`src/verilog/standby_pkg.sv`:
```
// Package: standby controller constants and carrier types
package standby_pkg;

  // Halt release wait, in clocks (low end of each documented range)
  localparam logic [5:0] HALT_WAIT_VEC   = 6'd28;
  localparam logic [5:0] HALT_WAIT_NOVEC = 6'd20;
  // Stop release wait after the clock comes back, in clocks
  localparam logic [5:0] STOP_WAIT_VEC   = 6'd11;
  localparam logic [5:0] STOP_WAIT_NOVEC = 6'd3;

  // Stop clock-withheld time, typical, in ns, and clock period in ns
  localparam int STOP_HOLD_NS = 27000;
  localparam int CLK_NS       = 25;
  // Typical time, rounded down to whole cycles, never below one
  localparam int STOP_HOLD_CYC_I = (STOP_HOLD_NS / CLK_NS) < 1 ? 1 : (STOP_HOLD_NS / CLK_NS);
  localparam logic [10:0] STOP_HOLD_CYC = 11'(STOP_HOLD_CYC_I);

  // Option and mode bits that steer the low-speed oscillator and watchdog
  typedef struct packed {
    logic wdt_standby_run_opt;
    logic wdt_enable_opt;
    logic wake_timer_clk_sel;
  } standby_opt_t;

  // Run/gate outputs for clocks and peripherals
  typedef struct packed {
    logic cpu_clk_en;
    logic flash_en;
    logic fast_osc_en;
    logic slow_osc_en;
    logic wdt_run;
    logic periph_run;
    logic wake_src_run;
  } standby_gate_t;

  typedef enum logic [1:0] {
    MODE_RUN,
    MODE_HALT,
    MODE_STOP
  } standby_mode_t;

endpackage

```
`src/verilog/release_wait_counter.sv`:
```
// Down counter that times the release wait phases
`timescale 1ns/10ps
module release_wait_counter (
  // Clock and reset
  input  wire logic        clk,
  input  wire logic        rst_n,
  // Load and status
  input  wire logic        load,
  input  wire logic [10:0] load_val,
  output logic             done
);
  logic [10:0] cnt_reg;
  logic [10:0] cnt_next;

  // Load wins; otherwise count down to zero and hold
  assign cnt_next = load ? load_val : (cnt_reg != 11'h000 ? cnt_reg - 11'h001 : cnt_reg);
  // No load term: a load driven by done would close a combinational loop
  assign done     = (cnt_reg == 11'h001);

  always_ff @(posedge clk or negedge rst_n) begin
    if (!rst_n) begin
      cnt_reg <= 11'h000;
    end else begin
      cnt_reg <= cnt_next;
    end
  end
endmodule

```
`src/verilog/standby_mode_controller.sv`:
```
// Standby controller: halt and stop entry, clock gating and release
`timescale 1ns/10ps
// Overview of operation
// - Halt gates CPU clock, fast oscillator runs
// - Pending unmasked request blocks halt entry
// - Stop gates CPU clock and fast oscillator
// - Pending request at stop: release at once
// - Standby keeps state and port latches
// - Slow oscillator per select, enable, standby option
// - Watchdog runs in standby only if option
// - Peripherals and wake sources operable in halt
// - Stop disables peripherals, wake sources stay
// - Request wakes halt, vectored or next instruction
// - Halt release wait 28 or 20 clocks
// - Stop release waits oscillator stabilization first
// - Stop release 27 us, then 11 or 3
// - Reset ends halt, restarts from vector
// - Reset ends stop, oscillator restarts
module standby_mode_controller
  import standby_pkg::*;
(
  // Clock and reset
  input  wire logic                       clk,
  input  wire logic                       rst_n,
  // CPU decoder strobes
  input  wire logic                       halt_exec,
  input  wire logic                       stop_exec,
  // Interrupt controller
  input  wire logic                       wake_req,
  input  wire logic                       int_ack_en,
  // Option bits
  input  wire standby_pkg::standby_opt_t  opts,
  // Clock and peripheral gates
  output standby_pkg::standby_gate_t      gates,
  output standby_pkg::standby_mode_t      mode,
  output logic                            port_hold,
  // Resume indication to the CPU
  output logic                            resume,
  output logic                            resume_vectored
);

  typedef enum logic [2:0] {
    ST_RUN,
    ST_HALT,
    ST_STOP,
    ST_OSC_HOLD,
    ST_WAIT
  } state_t;

  state_t        state_reg;
  state_t        state_next;
  logic          vec_reg;
  logic          vec_next;
  logic          resume_reg;
  logic          resume_vec_reg;
  logic          cnt_load;
  logic [10:0]   cnt_val;
  logic          cnt_done;
  standby_gate_t gates_next;
  logic          standby_now;
  logic          slow_osc_on;
  logic          from_stop_reg; // Current release began in stop
  logic [10:0]   hold_cnt_reg;

  // Wait length for a given origin and servicing choice
  function automatic logic [10:0] wait_len(input logic from_halt, input logic vec);
    logic [5:0] w;
    w = from_halt ? (vec ? HALT_WAIT_VEC : HALT_WAIT_NOVEC)
                  : (vec ? STOP_WAIT_VEC : STOP_WAIT_NOVEC);
    return {5'h00, w};
  endfunction

  release_wait_counter u_cnt (
    .clk      (clk),
    .rst_n    (rst_n),
    .load     (cnt_load),
    .load_val (cnt_val),
    .done     (cnt_done)
  );

  // Next state; a pending wake request blocks halt and cuts stop short
  always_comb begin
    state_next = state_reg;
    vec_next   = vec_reg;
    cnt_load   = 1'b0;
    cnt_val    = 11'h000;
    unique case (state_reg)
      ST_RUN: begin
        if (halt_exec && !wake_req) begin
          state_next = ST_HALT;
        end else if (stop_exec) begin
          // Stop is entered even when a request waits; release follows at once
          state_next = ST_STOP;
        end
      end
      ST_HALT: begin
        if (wake_req) begin
          vec_next   = int_ack_en;
          cnt_load   = 1'b1;
          cnt_val    = wait_len(1'b1, int_ack_en);
          state_next = ST_WAIT;
        end
      end
      ST_STOP: begin
        if (wake_req) begin
          vec_next   = int_ack_en;
          cnt_load   = 1'b1;
          cnt_val    = STOP_HOLD_CYC;
          state_next = ST_OSC_HOLD;
        end
      end
      ST_OSC_HOLD: begin
        if (cnt_done) begin
          cnt_load   = 1'b1;
          cnt_val    = wait_len(1'b0, vec_reg);
          state_next = ST_WAIT;
        end
      end
      ST_WAIT: begin
        if (cnt_done) begin
          state_next = ST_RUN;
        end
      end
      default: begin
        state_next = ST_RUN;
      end
    endcase
  end

  // Slow oscillator: select bit, or watchdog enable with standby option
  assign slow_osc_on = opts.wake_timer_clk_sel ||
                       (opts.wdt_enable_opt && opts.wdt_standby_run_opt);
  assign standby_now = (state_next != ST_RUN);

  // Gate values for the coming cycle; the oscillator restarts during hold
  always_comb begin
    gates_next.cpu_clk_en   = !standby_now;
    gates_next.flash_en     = !standby_now;
    gates_next.fast_osc_en  = (state_next != ST_STOP);
    gates_next.slow_osc_en  = standby_now ? slow_osc_on : 1'b1;
    gates_next.wdt_run      = standby_now ? opts.wdt_standby_run_opt : 1'b1;
    // Peripherals run in halt; stop cuts them until the release completes
    gates_next.periph_run   = (state_next == ST_RUN) || (state_next == ST_HALT) ||
                              (state_next == ST_WAIT && !from_stop_reg);
    gates_next.wake_src_run = 1'b1;
  end

  // State, gates and resume pulse registers; reset returns to run
  always_ff @(posedge clk or negedge rst_n) begin
    if (!rst_n) begin
      state_reg      <= ST_RUN;
      vec_reg        <= 1'b0;
      from_stop_reg  <= 1'b0;
      gates          <= '{default: 1'b1};
      resume_reg     <= 1'b0;
      resume_vec_reg <= 1'b0;
    end else begin
      state_reg      <= state_next;
      vec_reg        <= vec_next;
      from_stop_reg  <= (state_next == ST_STOP) ? 1'b1 :
                        (state_next == ST_RUN) ? 1'b0 : from_stop_reg;
      gates          <= gates_next;
      resume_reg     <= (state_reg == ST_WAIT) && cnt_done;
      resume_vec_reg <= (state_reg == ST_WAIT) && cnt_done && vec_reg;
    end
  end

  // Mode and port hold: latches and registers are frozen, not cleared
  assign mode = (state_reg == ST_HALT) ? MODE_HALT :
                (state_reg == ST_RUN) ? MODE_RUN : MODE_STOP;
  assign port_hold       = (state_reg != ST_RUN);
  assign resume          = resume_reg;
  assign resume_vectored = resume_vec_reg;

  // Cycles spent with the clock withheld; times the hold apart from the counter
  always_ff @(posedge clk or negedge rst_n) begin
    if (!rst_n) begin
      hold_cnt_reg <= 11'h000;
    end else begin
      hold_cnt_reg <= (state_reg == ST_OSC_HOLD) ? hold_cnt_reg + 11'h001 : 11'h000;
    end
  end

  // Checks are disabled in reset, so a reset in mid-wait
  // drops a half-counted release instead of flagging it

  // Halt never entered while a request is pending
  AST_HALT_BLOCK: assert property (@(posedge clk) disable iff (!rst_n)
    (state_reg == ST_RUN && halt_exec && wake_req) |=> state_reg != ST_HALT)
    else $error("Halt entered with pending request");

  // Fast oscillator keeps running in halt
  AST_HALT_OSC: assert property (@(posedge clk) disable iff (!rst_n)
    (state_reg == ST_HALT) |-> gates.fast_osc_en && !gates.cpu_clk_en)
    else $error("Halt gating wrong");

  // Stop turns off fast oscillator and CPU clock
  AST_STOP_OSC: assert property (@(posedge clk) disable iff (!rst_n)
    (state_reg == ST_STOP) |-> !gates.fast_osc_en && !gates.cpu_clk_en)
    else $error("Stop gating wrong");

  // Pending request at stop leaves stop next cycle
  AST_STOP_QUICK: assert property (@(posedge clk) disable iff (!rst_n)
    (state_reg == ST_STOP && wake_req) |=> state_reg == ST_OSC_HOLD)
    else $error("Stop not left on request");

  // Halt vectored release resumes 29 cycles after request
  AST_HALT_VEC: assert property (@(posedge clk) disable iff (!rst_n)
    (state_reg == ST_HALT && wake_req && int_ack_en) |-> ##29 resume)
    else $error("Halt vectored wait wrong");

  // Halt plain release resumes 21 cycles after request
  AST_HALT_NOVEC: assert property (@(posedge clk) disable iff (!rst_n)
    (state_reg == ST_HALT && wake_req && !int_ack_en) |-> ##21 resume && !resume_vectored)
    else $error("Halt plain wait wrong");

  // Watchdog follows the standby option in halt
  AST_WDT: assert property (@(posedge clk) disable iff (!rst_n)
    (state_reg == ST_HALT && $stable(opts)) |=> gates.wdt_run == opts.wdt_standby_run_opt)
    else $error("Watchdog gate wrong");

  // Slow oscillator follows the select and option bits in stop
  AST_SLOW: assert property (@(posedge clk) disable iff (!rst_n)
    (state_reg == ST_STOP && $stable(opts)) |=> gates.slow_osc_en ==
      (opts.wake_timer_clk_sel || (opts.wdt_enable_opt && opts.wdt_standby_run_opt)))
    else $error("Slow oscillator gate wrong");

  // Peripherals operable in halt, disabled in stop
  AST_PERIPH: assert property (@(posedge clk) disable iff (!rst_n)
    (state_reg == ST_HALT |-> gates.periph_run) and
    (state_reg == ST_STOP |-> !gates.periph_run && gates.wake_src_run))
    else $error("Peripheral gating wrong");

  // Port hold in halt and in stop
  AST_PORT: assert property (@(posedge clk) disable iff (!rst_n)
    (state_reg == ST_HALT || state_reg == ST_STOP) |-> port_hold)
    else $error("Port hold missing");

  // Running state releases the port hold and reports run
  AST_PORT_RUN: assert property (@(posedge clk) disable iff (!rst_n)
    (state_reg == ST_RUN) |-> !port_hold && mode == MODE_RUN)
    else $error("Port hold in run");

  // Halt strobe without pending request enters halt
  AST_HALT_ENTER: assert property (@(posedge clk) disable iff (!rst_n)
    (state_reg == ST_RUN && halt_exec && !wake_req) |=> state_reg == ST_HALT)
    else $error("Halt not entered");

  // Stop strobe alone enters stop
  AST_STOP_ENTER: assert property (@(posedge clk) disable iff (!rst_n)
    (state_reg == ST_RUN && stop_exec && !halt_exec) |=> state_reg == ST_STOP)
    else $error("Stop not entered");

  // Halt is kept until a request arrives
  AST_HALT_HOLD: assert property (@(posedge clk) disable iff (!rst_n)
    (state_reg == ST_HALT && !wake_req) |=> state_reg == ST_HALT)
    else $error("Halt left without request");

  // Slow oscillator follows the select and option bits in halt too
  AST_HALT_SLOW: assert property (@(posedge clk) disable iff (!rst_n)
    (state_reg == ST_HALT && $stable(opts)) |=> gates.slow_osc_en ==
      (opts.wake_timer_clk_sel || (opts.wdt_enable_opt && opts.wdt_standby_run_opt)))
    else $error("Halt slow oscillator gate wrong");

  // Clock withheld, fast oscillator settling, peripherals still off
  AST_HOLD_GATE: assert property (@(posedge clk) disable iff (!rst_n)
    (state_reg == ST_OSC_HOLD) |-> !gates.cpu_clk_en && gates.fast_osc_en && !gates.periph_run)
    else $error("Hold gating wrong");

  // Hold lasts the full stabilization count
  AST_HOLD_LEN: assert property (@(posedge clk) disable iff (!rst_n)
    (state_reg == ST_OSC_HOLD && cnt_done) |-> hold_cnt_reg == STOP_HOLD_CYC - 11'h001)
    else $error("Hold length wrong");

  // Stop vectored release resumes 12 cycles after hold ends
  AST_STOP_VEC: assert property (@(posedge clk) disable iff (!rst_n)
    (state_reg == ST_OSC_HOLD && cnt_done && vec_reg) |-> ##12 resume && resume_vectored)
    else $error("Stop vectored wait wrong");

  // Stop plain release resumes 4 cycles after hold ends
  AST_STOP_NOVEC: assert property (@(posedge clk) disable iff (!rst_n)
    (state_reg == ST_OSC_HOLD && cnt_done && !vec_reg) |-> ##4 resume && !resume_vectored)
    else $error("Stop plain wait wrong");

  // CPU clock stays off for the whole release wait
  AST_WAIT_CPU: assert property (@(posedge clk) disable iff (!rst_n)
    (state_reg == ST_WAIT) |-> !gates.cpu_clk_en)
    else $error("CPU clock early in wait");

  // Resume is a single-cycle pulse
  AST_RESUME_PULSE: assert property (@(posedge clk) disable iff (!rst_n)
    resume |=> !resume)
    else $error("Resume longer than one cycle");

  // Vectored flag only rides on a resume pulse
  AST_RESUME_VEC: assert property (@(posedge clk) disable iff (!rst_n)
    resume_vectored |-> resume)
    else $error("Vectored flag without resume");

  // Every gate is open while running
  AST_RUN_GATES: assert property (@(posedge clk) disable iff (!rst_n)
    (state_reg == ST_RUN) |-> &gates)
    else $error("Gate closed in run");

endmodule

```
`config.mk`:
```
export PLATFORM = sky130hd
export DESIGN_NAME = standby_mode_controller
export DESIGN_NICKNAME = d
export VERILOG_FILES = /design/src/verilog/standby_pkg.sv /design/src/verilog/release_wait_counter.sv /design/src/verilog/standby_mode_controller.sv
export SDC_FILE = /design/constraint.sdc
export NUM_CORES = 1
export LEC_CHECK = 0
export ABC_CLOCK_PERIOD_IN_PS = 2400
export BUFFER_PORTS_ARGS = -buffer_cell sky130_fd_sc_hd__buf_4
export CORE_UTILIZATION = 55
export DETAILED_ROUTE_END_ITERATION = 8
export GPL_TIMING_DRIVEN = 0
export PLACE_DENSITY = 0.79
export SLEW_MARGIN = 20
export SYNTH_ARGS = -nofsm -noshare
export SYNTH_HDL_FRONTEND = slang
export SYNTH_SLANG_ARGS = --single-unit
```
`constraint.sdc`:
```
create_clock -name clk -period 2.4 [get_ports clk]
set_input_delay 0.24 -clock clk [delete_from_list [all_inputs] [get_ports clk]]
set_output_delay 0.24 -clock clk [all_outputs]
set_load 0.01 [all_outputs]
```
# --- Yosys cells after proc, flatten, opt, wreduce, memory -nomap -nowiden ---
# Index checks and enable logic that the tools add are counted.
op_classes:
  mux: 24
  n_addsub: 1
  n_eq_ne: 9
  reduce_logical: 20
ops:
  columns: ["cell", "count"]
  rows:
  - ["11-bit 2-to-1 mux", 3]
  - ["11-bit case mux with 3 select lines", 1]
  - ["3-bit 2-to-1 mux", 6]
  - ["3-bit case mux with 5 select lines", 1]
  - ["4-bit 2-to-1 mux", 3]
  - ["11-bit by 1-bit equality test with 1-bit output, second input constant", 1]
  - ["11-bit nonzero test", 1]
  - ["11-bit by 1-bit subtractor with 11-bit output, second input constant", 1]
  - ["3-bit by 2-bit equality test with 1-bit output, second input constant", 3]
  - ["3-bit by 1-bit equality test with 1-bit output, second input constant", 2]
  - ["3-bit equality test, second input constant", 2]
  - ["3-bit logical NOT", 2]
  - ["1-bit 2-to-1 mux", 6]
  - ["3-bit nonzero test", 2]
  - ["1-bit logical AND", 5]
  - ["5-bit 2-to-1 mux", 1]
  - ["2-bit 2-to-1 mux", 2]
  - ["2-bit nonzero test", 2]
  - ["1-bit logical NOT", 3]
  - ["1-bit logical OR", 3]
  - ["3-bit by 2-bit != test with 1-bit output, second input constant", 1]
  - ["1-bit case mux with 2 select lines", 1]
  - ["2-bit AND reduction", 1]
  - ["2-bit OR reduction", 1]
word_totals:
  out_inout_bits: 12
  elab_cells: 65
  regBits: 23

# --- Depth between registers and ports, before layout ---
# Gate-level depths: netlist of the first run.
logic_depth:
  ltp_word: 7
  depth_mapped: 6

# --- Modules after synthesis ---
# From an unflattened synthesis of the first run, not the netlist that was laid out.
hier_totals:
  cells_unflattened: 123
  area_unflattened_um2: 1293.7
modules_own_cells:
  columns: ["mod", "cells_per_inst", "area_per_inst_um2", "n_inst"]
  rows:
  - ["release_wait_counter", 67, 659.4, 1]
  - ["standby_mode_controller", 56, 634.4, 1]

# --- Worst setup path after synthesis of the first run ---
# No wires, ideal clock.
synth_path:
  path_kind: "flip-flop to flip-flop"
  startpoint: "reg u_cnt.cnt_reg[6]"
  endpoint: "reg u_cnt.cnt_reg[3]"
  arrival_ns: 1.561
  stages_incl_launch_ff: 5
  synth_period_minus_slack_ns: 1.685
  setup_ns: 0.124
  t_required_ns: 2.276
  path_buffers: 0
  setup_slack_ns: 0.715
  cell_sequence: "dfrtp_1 -> nor4_2 -> nand4_1 -> and4_1 -> a211o_1"
synth_between:
  elab_chain_cells: 4
  elab_cells_between_ends: 8
  cone_classes: "eq/ne (1); mux (5); reduce/logical (2)"
synth_lines:
  columns: ["element", "line", "rtl"]
  rows:
  - ["start: declaration", "release_wait_counter.sv:12", "logic [10:0] cnt_reg;"]
  - ["start signal: assignment", "release_wait_counter.sv:24", "cnt_reg <= cnt_next;"]
  - ["11-bit by 1-bit equality test with 1-bit output", "release_wait_counter.sv:18", "assign done = (cnt_reg == 11'h001);"]
  - ["4-bit 2-to-1 mux or 1-bit 2-to-1 mux (tied branches)", "standby_mode_controller.sv:113", "if (cnt_done) begin"]
  - ["11-bit case mux with 3 select lines or 1-bit case mux with 2 select lines (tied branches)", "standby_mode_controller.sv:87", "unique case (state_reg)"]
  - ["11-bit 2-to-1 mux or 2-bit nonzero test (tied branches)", null, null]
# Several ways; a longest one is shown, not always the timed one.
# A chain may end at the register's enable or synchronous reset.

# --- Worst setup path in the final report of the first run ---
layout_path:
  startpoint: "reg u_cnt.cnt_reg[6]"
  endpoint: "reg u_cnt.cnt_reg[4]"
layout_between:
  elab_chain_cells: 4
  elab_cells_between_ends: 6
  cone_classes: "eq/ne (1); mux (3); reduce/logical (2)"
layout_lines:
  columns: ["element", "line"]
  rows:
  - ["11-bit by 1-bit equality test with 1-bit output", "release_wait_counter.sv:18"]
  - ["1-bit 2-to-1 mux", "standby_mode_controller.sv:113"]
  - ["1-bit case mux with 2 select lines", "standby_mode_controller.sv:87"]
  - ["11-bit 2-to-1 mux or 2-bit nonzero test (tied branches)", null]
# Several ways; a longest one is shown, not always the timed one.

==> results.md, run 1 <==
- Clock Latency Late Sink: just over 0.3 ns
- Mapped Area: 0.00127 sq mm
- Largest family of logic cells by synthesized area: simple AND/OR/NAND/NOR gates
- Top FF cell, synth: dfrtp_1
- Post-synthesis sequential area ratio: between 40% and 50%
- Slew of the pin with the lowest slew margin: ~0.57 ns
- Drt wl/cell: 13.8 microns
- Reg area: 582 sq um
- Core Footprint: between 0.002 and 0.0025 sq mm
- Die Area: 0.00251 sq mm
- XOR/XNOR Fraction of Synth Area: 4.14%
- Leak: around 0.67 nW
- Cells after synthesis: between 100 and 150
- Hold Vio Cnt, Final: 0
- Net Count, Synth: 138
- Post-route ant nets: 0
- Data arrival, critical path: 2.17 ns
- Internal power: 0.931 mW
- Max IR drop VDD: about 0.00067 V
- Port bufs: 19
- Clock Tree Root: clkbuf_4
- GRT Total Usage: a little under a quarter
- Outcome: completed
- GR Overflow Total: 0
- Tcrit/Tclk final: between 80 and 90%
- Area of the multi-input gates: roughly 630 sq um
- Seq pwr share: a little over two fifths
- Top-area cell type share of the netlist area: around 35%
- Final setup margin: around 0.42 ns
- Sequence of cells on the critical path: nor4_2 > nand4_1 > nor3_1 > o31ai_1
- Final setup fails: 0
- Synth Area in Adders: ~3.0%
- Post-synthesis mux area share: between 2 and 3%
- Share of cells above drive strength 1: between 20% and 30%
- Comb power frac: 46.8%
- Largest cells by area after synthesis: dfrtp_1 35%, dfstp_2 10%, a21oi_1 3.9%
- Net Sw Power: around 0.67 mW
- DRT Pass-1 Iters: 4
- Clock share of power: a little under an eighth
- Fillers: between 150 and 200
- Register bit count reported by yosys: 23
- Maximum clock insertion buffer count: 2
- Top sig layer: met4
- Slew margin rel.: 61.7%
- Number of global-route vias before repair: about 1000
- Cell Rows: 17
- Drt initial violations: 31
- Post-synth EDFFs: 0
- Vias per Instance: between 5 and 6
- Critical path buffers and inverters: 0
- Largest net degree at the start of global routing: 24
- GP Congestion: between 0.8 and 0.9
- Crit path time final: 1.98 ns
- CTS tree: built
- Sw Ratio: a little over two fifths
- WL met3: approximately 70 microns
- Layout Skew: about 0.0016 ns
- Async S/R FF share, synth: 100%
- Simple-gate share of the synthesized area: between 20% and 30%
- First-pass GRT wire length: 4310 microns
- Critical path data required time: roughly 2.6 ns
- Post-place setup slack: ~0.45 ns
- Area Overhead vs Synth: 16.9%
- Total number of vias: 1020
- Unrepaired setup endpoints after global routing: false
- Routed Wire Length: about 2500 microns
- CP Capture Type: register
- CP delay by family, top: simple AND/OR/NAND/NOR gates
- Most frequent cells in the layout: 21 x buf_4, 18 x dfrtp_1, 10 x a21oi_1
- Total CTS buffers: 3
- Dpl hpwl: 1880 microns
- Clock transition at the registers of the reported paths: about 0.13 ns
- Commonest non-fill, non-tap cell in the layout: buf_4
- Worst path slowest cell: nor4_2
- Die H: 50.1 microns
- Critical path fanouts, max: 6
- Inserted Diodes: 0
- Initial antenna violation count: 0
- HP Class: in -> reg
- CP Class: reg -> reg
- Setup TNS: 0 ns
- Crit start category: register
- Leading area contributor after synthesis: dfrtp_1
- PD cells: 1080 mW/mm^2
- Die Span X: between 50 and 60 microns
- Clock sink count: 23
- Metal1 wirelength: between 1000 and 1500 microns
- Syn_area_per_cell: 10.1 sq um
- Post-synthesis cell type count: 45
- Post-CTS setup buffers: 0
- # DRC: 0
- Final net count: ~160
- Max reg flops: 11
- Synth Area in Compound Gates: between 10% and 20%
- Pins over their slew limit: 0
- Max Cap Viol: 0
- Met2 wire length: between 1000 and 1500 microns
- Io pins: 21
- CTS H-Tree Depth: 1
- Initial core utilization: between 50 and 60%
- YS warnings: 0
- Max Clk Rate: 0.506 GHz
- Largest stage delay, worst path: approximately 0.57 ns
power groups by stage:
| stage | Combinational [mW] | Clock, mW | Sequential (mW) |
|---|---|---|---|
| after CTS | 0.750 | 0.186 | 0.667 |
| after global placement | 0.716 | 0 | 0.667 |
| after detailed placement | 0.743 | 0 | 0.676 |
| after global routing | 0.842 | 0.199 | 0.689 |
| after floorplan | 0.545 | 0 | 0.658 |
| final | 0.747 | 0.184 | 0.667 |
kinds of logic (layout without fill, tap and decap cells):
| family | Yosys count | after routing |
|---|---|---|
| xor+xnor | 6 | 6 |
| flops | 23 | 23 |
| other cells | 1 | 1 |
| simple gates | 43 | 43 |
| fa+ha+maj | 3 | 3 |
| buf+inv | 13 | 37 |
| mux | 3 | 3 |
| compound gates | 34 | 34 |
through the flow:
step,power [mW],hold WS (ns),util [%],cell area (sq um),instances
finish,1.60,0.121,67.8,1490,178
detailed placement,1.42,0.147,66.1,1450,173
CTS,1.60,0.118,67.8,1490,178
global placement,1.38,0.146,66.1,1450,173
global route,1.73,0.114,67.8,1490,178
floorplan,1.20,-0.0556,-,1270,126
worst register-to-register path: cells and delay by family (launching register included):
kind / cells / cell delay [ns]
simple gates: 3 / 1.27
flops: 1 / 0.46
compound gates: 1 / 0.13
routing by layer:
metal | GRT usage [%] | vias to the layer above
li1 | - | 506
met1 | 27.8 | 486
met2 | 40.2 | 22
met3 | 3.70 | 6
met4 | 8.57 | 0
met5 | 0 | -
area by class of cell:
cell class	count	area share (%)
clock buffer	3	1.52
multi-input combinational	90	42.5
clock inverter	1	0.337
buffer	5	1.77
timing repair buffer	20	10.3
inverter	8	2.02
sequential	23	39.2
tap	28	2.36
final timing paths:
check	startpoint	end	slack (ns)	cells after the start
worst min register to register	from_stop_reg	gates[1]	0.45	1
worst max register to register	u_cnt.cnt_reg[6]	u_cnt.cnt_reg[4]	0.42	4
max in group asynchronous	rst_n	gates[3]	1.79	2
min in group asynchronous	rst_n	u_cnt.cnt_reg[2]	0.33	2
worst max-delay path	u_cnt.cnt_reg[6]	u_cnt.cnt_reg[4]	0.42	4
worst min-delay path	opts[0]	gates[3]	0.12	2
synth_stat cells, types with 2 or more instances:
cell / number
nor3_1: 4
or4_1: 2
nand2_1: 8
or3_1: 3
nor2b_1: 3
inv_1: 8
a211o_1: 2
and2_1: 2
o21ai_1: 2
dfstp_2: 5
xor2_1: 3
o31ai_1: 3
dfrtp_1: 18
o21ai_0: 7
clkbuf_1: 3
mux2_2: 2
nand3b_1: 2
nor2_1: 5
ha_1: 3
buf_4: 2
nand4_1: 3
a21oi_1: 10
xnor2_1: 3
o311ai_2: 2
what timing repair did:
action / CTS / global route
endpoints found under the hold margin: 18 / 0
hold buffers: 1 / 0
gates resized for setup: 0 / 0
Power figures use the tool's default switching activity.
==> run 2, diff against run 1 <==
--- a/config.mk
+++ b/config.mk
@@ -5,7 +5,7 @@
 export SDC_FILE = /design/constraint.sdc
 export NUM_CORES = 1
 export LEC_CHECK = 0
-export ABC_CLOCK_PERIOD_IN_PS = 2400
+export ABC_CLOCK_PERIOD_IN_PS = 1850
 export BUFFER_PORTS_ARGS = -buffer_cell sky130_fd_sc_hd__buf_4
 export CORE_UTILIZATION = 55
 export DETAILED_ROUTE_END_ITERATION = 8
==> constraint.sdc (replaced) <==
create_clock -name clk -period 1.85 [get_ports clk]
set_input_delay 0.185 -clock clk [delete_from_list [all_inputs] [get_ports clk]]
set_output_delay 0.185 -clock clk [all_outputs]
set_load 0.01 [all_outputs]
==> run 2 against run 1 <==
Net effect: final cell count increased by 1.1%; die area unchanged; first-iteration DRC count decreased by 3.2%; wire length increased by 3.4%; worst hold slack got worse by 0.053 ns; via count increased by 2.0%; critical path type unchanged.
==> results.md, run 2 (synthesis gave the netlist of run 1 again) <==
- Outcome: completed
- Pwr Total: ~2.2 mW
- CTS tree: built
- Clock transition at the registers of the reported paths: 0.13 ns
- CP startpoint: u_cnt.cnt_reg[1]
- Hold slack: between 0.06 and 0.07 ns
- Post-place setup slack: -0.0988 ns
- Critical path buffers and inverters: 1
- GRT Total Usage: 23.0%
- Final setup margin: 0.0717 ns
- Initial core utilization: 58.0%
- Clock Tree Root: clkbuf_4
- R2R Setup Slk: roughly 0.072 ns
- Largest stage delay, worst path: around 0.43 ns
- Drt wl/cell: roughly 14 microns
- Final setup fails: 0
- CP delay by family, top: simple AND/OR/NAND/NOR gates
- HP Class: in -> reg
- Cell Rows: 17
- Tcrit/Tclk final: between 90% and 100%
- Most frequent cells in the layout: 24 x buf_4, 17 x dfrtp_1, 10 x a21oi_1
- Leak: roughly 0.69 nW
- Die H: 50.1 microns
- Max Cap Viol: 0
- R2r endpoint: u_cnt.cnt_reg[3]
- Routed Wire Length: between 2000 and 3000 microns
- Drt initial violations: 30
- # DRC: 0
- Commonest non-fill, non-tap cell in the layout: buf_4
- DRT Pass-1 Iters: 4
- Crit path time final: about 1.8 ns
- Total number of vias: 1040
- Dpl hpwl: about 1900 microns
- Maximum clock insertion buffer count: 2
- Worst path slowest cell: dfrtp_1
- Reg2reg path depth: 6
- GP Congestion: 0.858
- Max reg flops: 11
- Unrepaired setup endpoints after global routing: false
- Port bufs: 19
- Max Clk Rate: roughly 0.56 GHz
- Clock sink count: 23
- Die Area: 0.00251 sq mm
- Max IR drop VDD: about 0.00090 V
- Final net count: 165
- Crit start category: register
- WHS Endpoint: gates[3]
- Vias per Instance: 5.78
- Sequence of cells on the critical path: inv_1 > ha_1 > and4b_1 > nand4_1 > and4_1 > a211o_1
- Share of cells above drive strength 1: a little under a third
- PD cells: approximately 1400 mW/mm^2
- CP Class: reg -> reg
- Critical path fanouts, max: 6
- Critical path data required time: just over 2 ns
- Cells on Worst Hold Path: 2
- CTS H-Tree Depth: 1
- First-pass GRT wire length: ~4300 microns
- Pins over their slew limit: 0
- Inserted Diodes: 0
- Post-route ant nets: 0
- Core Footprint: roughly 0.0022 sq mm
- Initial antenna violation count: 0
- Io pins: 21
- Number of global-route vias before repair: ~1000
- Worst R2R Start: u_cnt.cnt_reg[1]
- Largest net degree at the start of global routing: 24
- Clock Latency Late Sink: around 0.31 ns
- Total CTS buffers: 3
- Area Overhead vs Synth: 21.2%
- Layout Skew: between 0.003 and 0.004 ns
- Hold Vio Cnt, Final: 0
- Die Span X: approximately 50 microns
- CP Capture Type: register
- Data arrival, critical path: approximately 2 ns
- GR Overflow Total: 0
- Worst hold start: opts[0]
==> run 2: worst max-delay path by stage <==
stage	end	slack [ns]	cells past startpoint
2_1_floorplan	u_cnt.cnt_reg[3]	0.16	4
3_3_place_gp	u_cnt.cnt_reg[3]	-0.05	4
3_5_place_dp	u_cnt.cnt_reg[4]	-0.1	4
4_1_cts	u_cnt.cnt_reg[5]	-0.02	4
5_1_grt	u_cnt.cnt_reg[3]	0.001	6
6_report	u_cnt.cnt_reg[3]	0.07	6
==> run 2: repair_timing <==
item | 4_1_cts | 5_1_grt
hold endpoints to repair | 18 | 0
pin swaps | 1 | 5
gates cloned | 0 | 0
hold buffers | 1 | 0
resized for setup | 2 | 9
setup endpoints to repair | 5 | 11
setup buffers | 0 | 3
==> run 2: worst register-to-register path, delay by kind of cell, from the launching register on <==
kind / cells / cell delay, ns
adder cells (fa/ha/maj): 1 / 0.22
AND/OR/NAND/NOR: 3 / 0.66
AO/OA/AOI/OAI: 1 / 0.26
buffers and inverters: 1 / 0.12
flip-flops: 1 / 0.43
==> run 2: layout make-up <==
type	count	area (sq um)
Buffer	4	25.0
Clock buffer	3	22.5
Clock inverter	1	5.00
Fill cell	174	652
Inverter	8	30.0
Multi-Input combinational cell	90	663
Sequential cell	23	583
Tap cell	28	35.0
Timing Repair Buffer	23	175
==> run 2: routing by layer <==
layer	share of wire (%)	global-route usage, %	up-vias
li1	-	-	509
met1	42	27.8	493
met2	52	40.2	32
met3	4.2	3.70	6
met4	1.7	8.57	0
met5	0	0	-
==> run 2: report_power, final <==
| group | switching (mW) | total, mW | internal [mW] |
|---|---|---|---|
| sequential | 0.197 | 0.893 | 0.696 |
| clock | 0.157 | 0.238 | 0.0809 |
| combinational | 0.567 | 1.09 | 0.521 |
==> run 2: per-stage QoR <==
step / instances / util (%) / area, sq um / setup TNS [ns]
CTS: 178 / 68.4 / 1500 / -0.0163
detailed placement: 173 / 66.1 / 1450 / -0.186
global placement: 173 / 66.1 / 1450 / -0.0539
floorplan: 126 / - / 1270 / 0
finish: 180 / 70.2 / 1540 / 0
global route: 180 / 70.2 / 1540 / 0
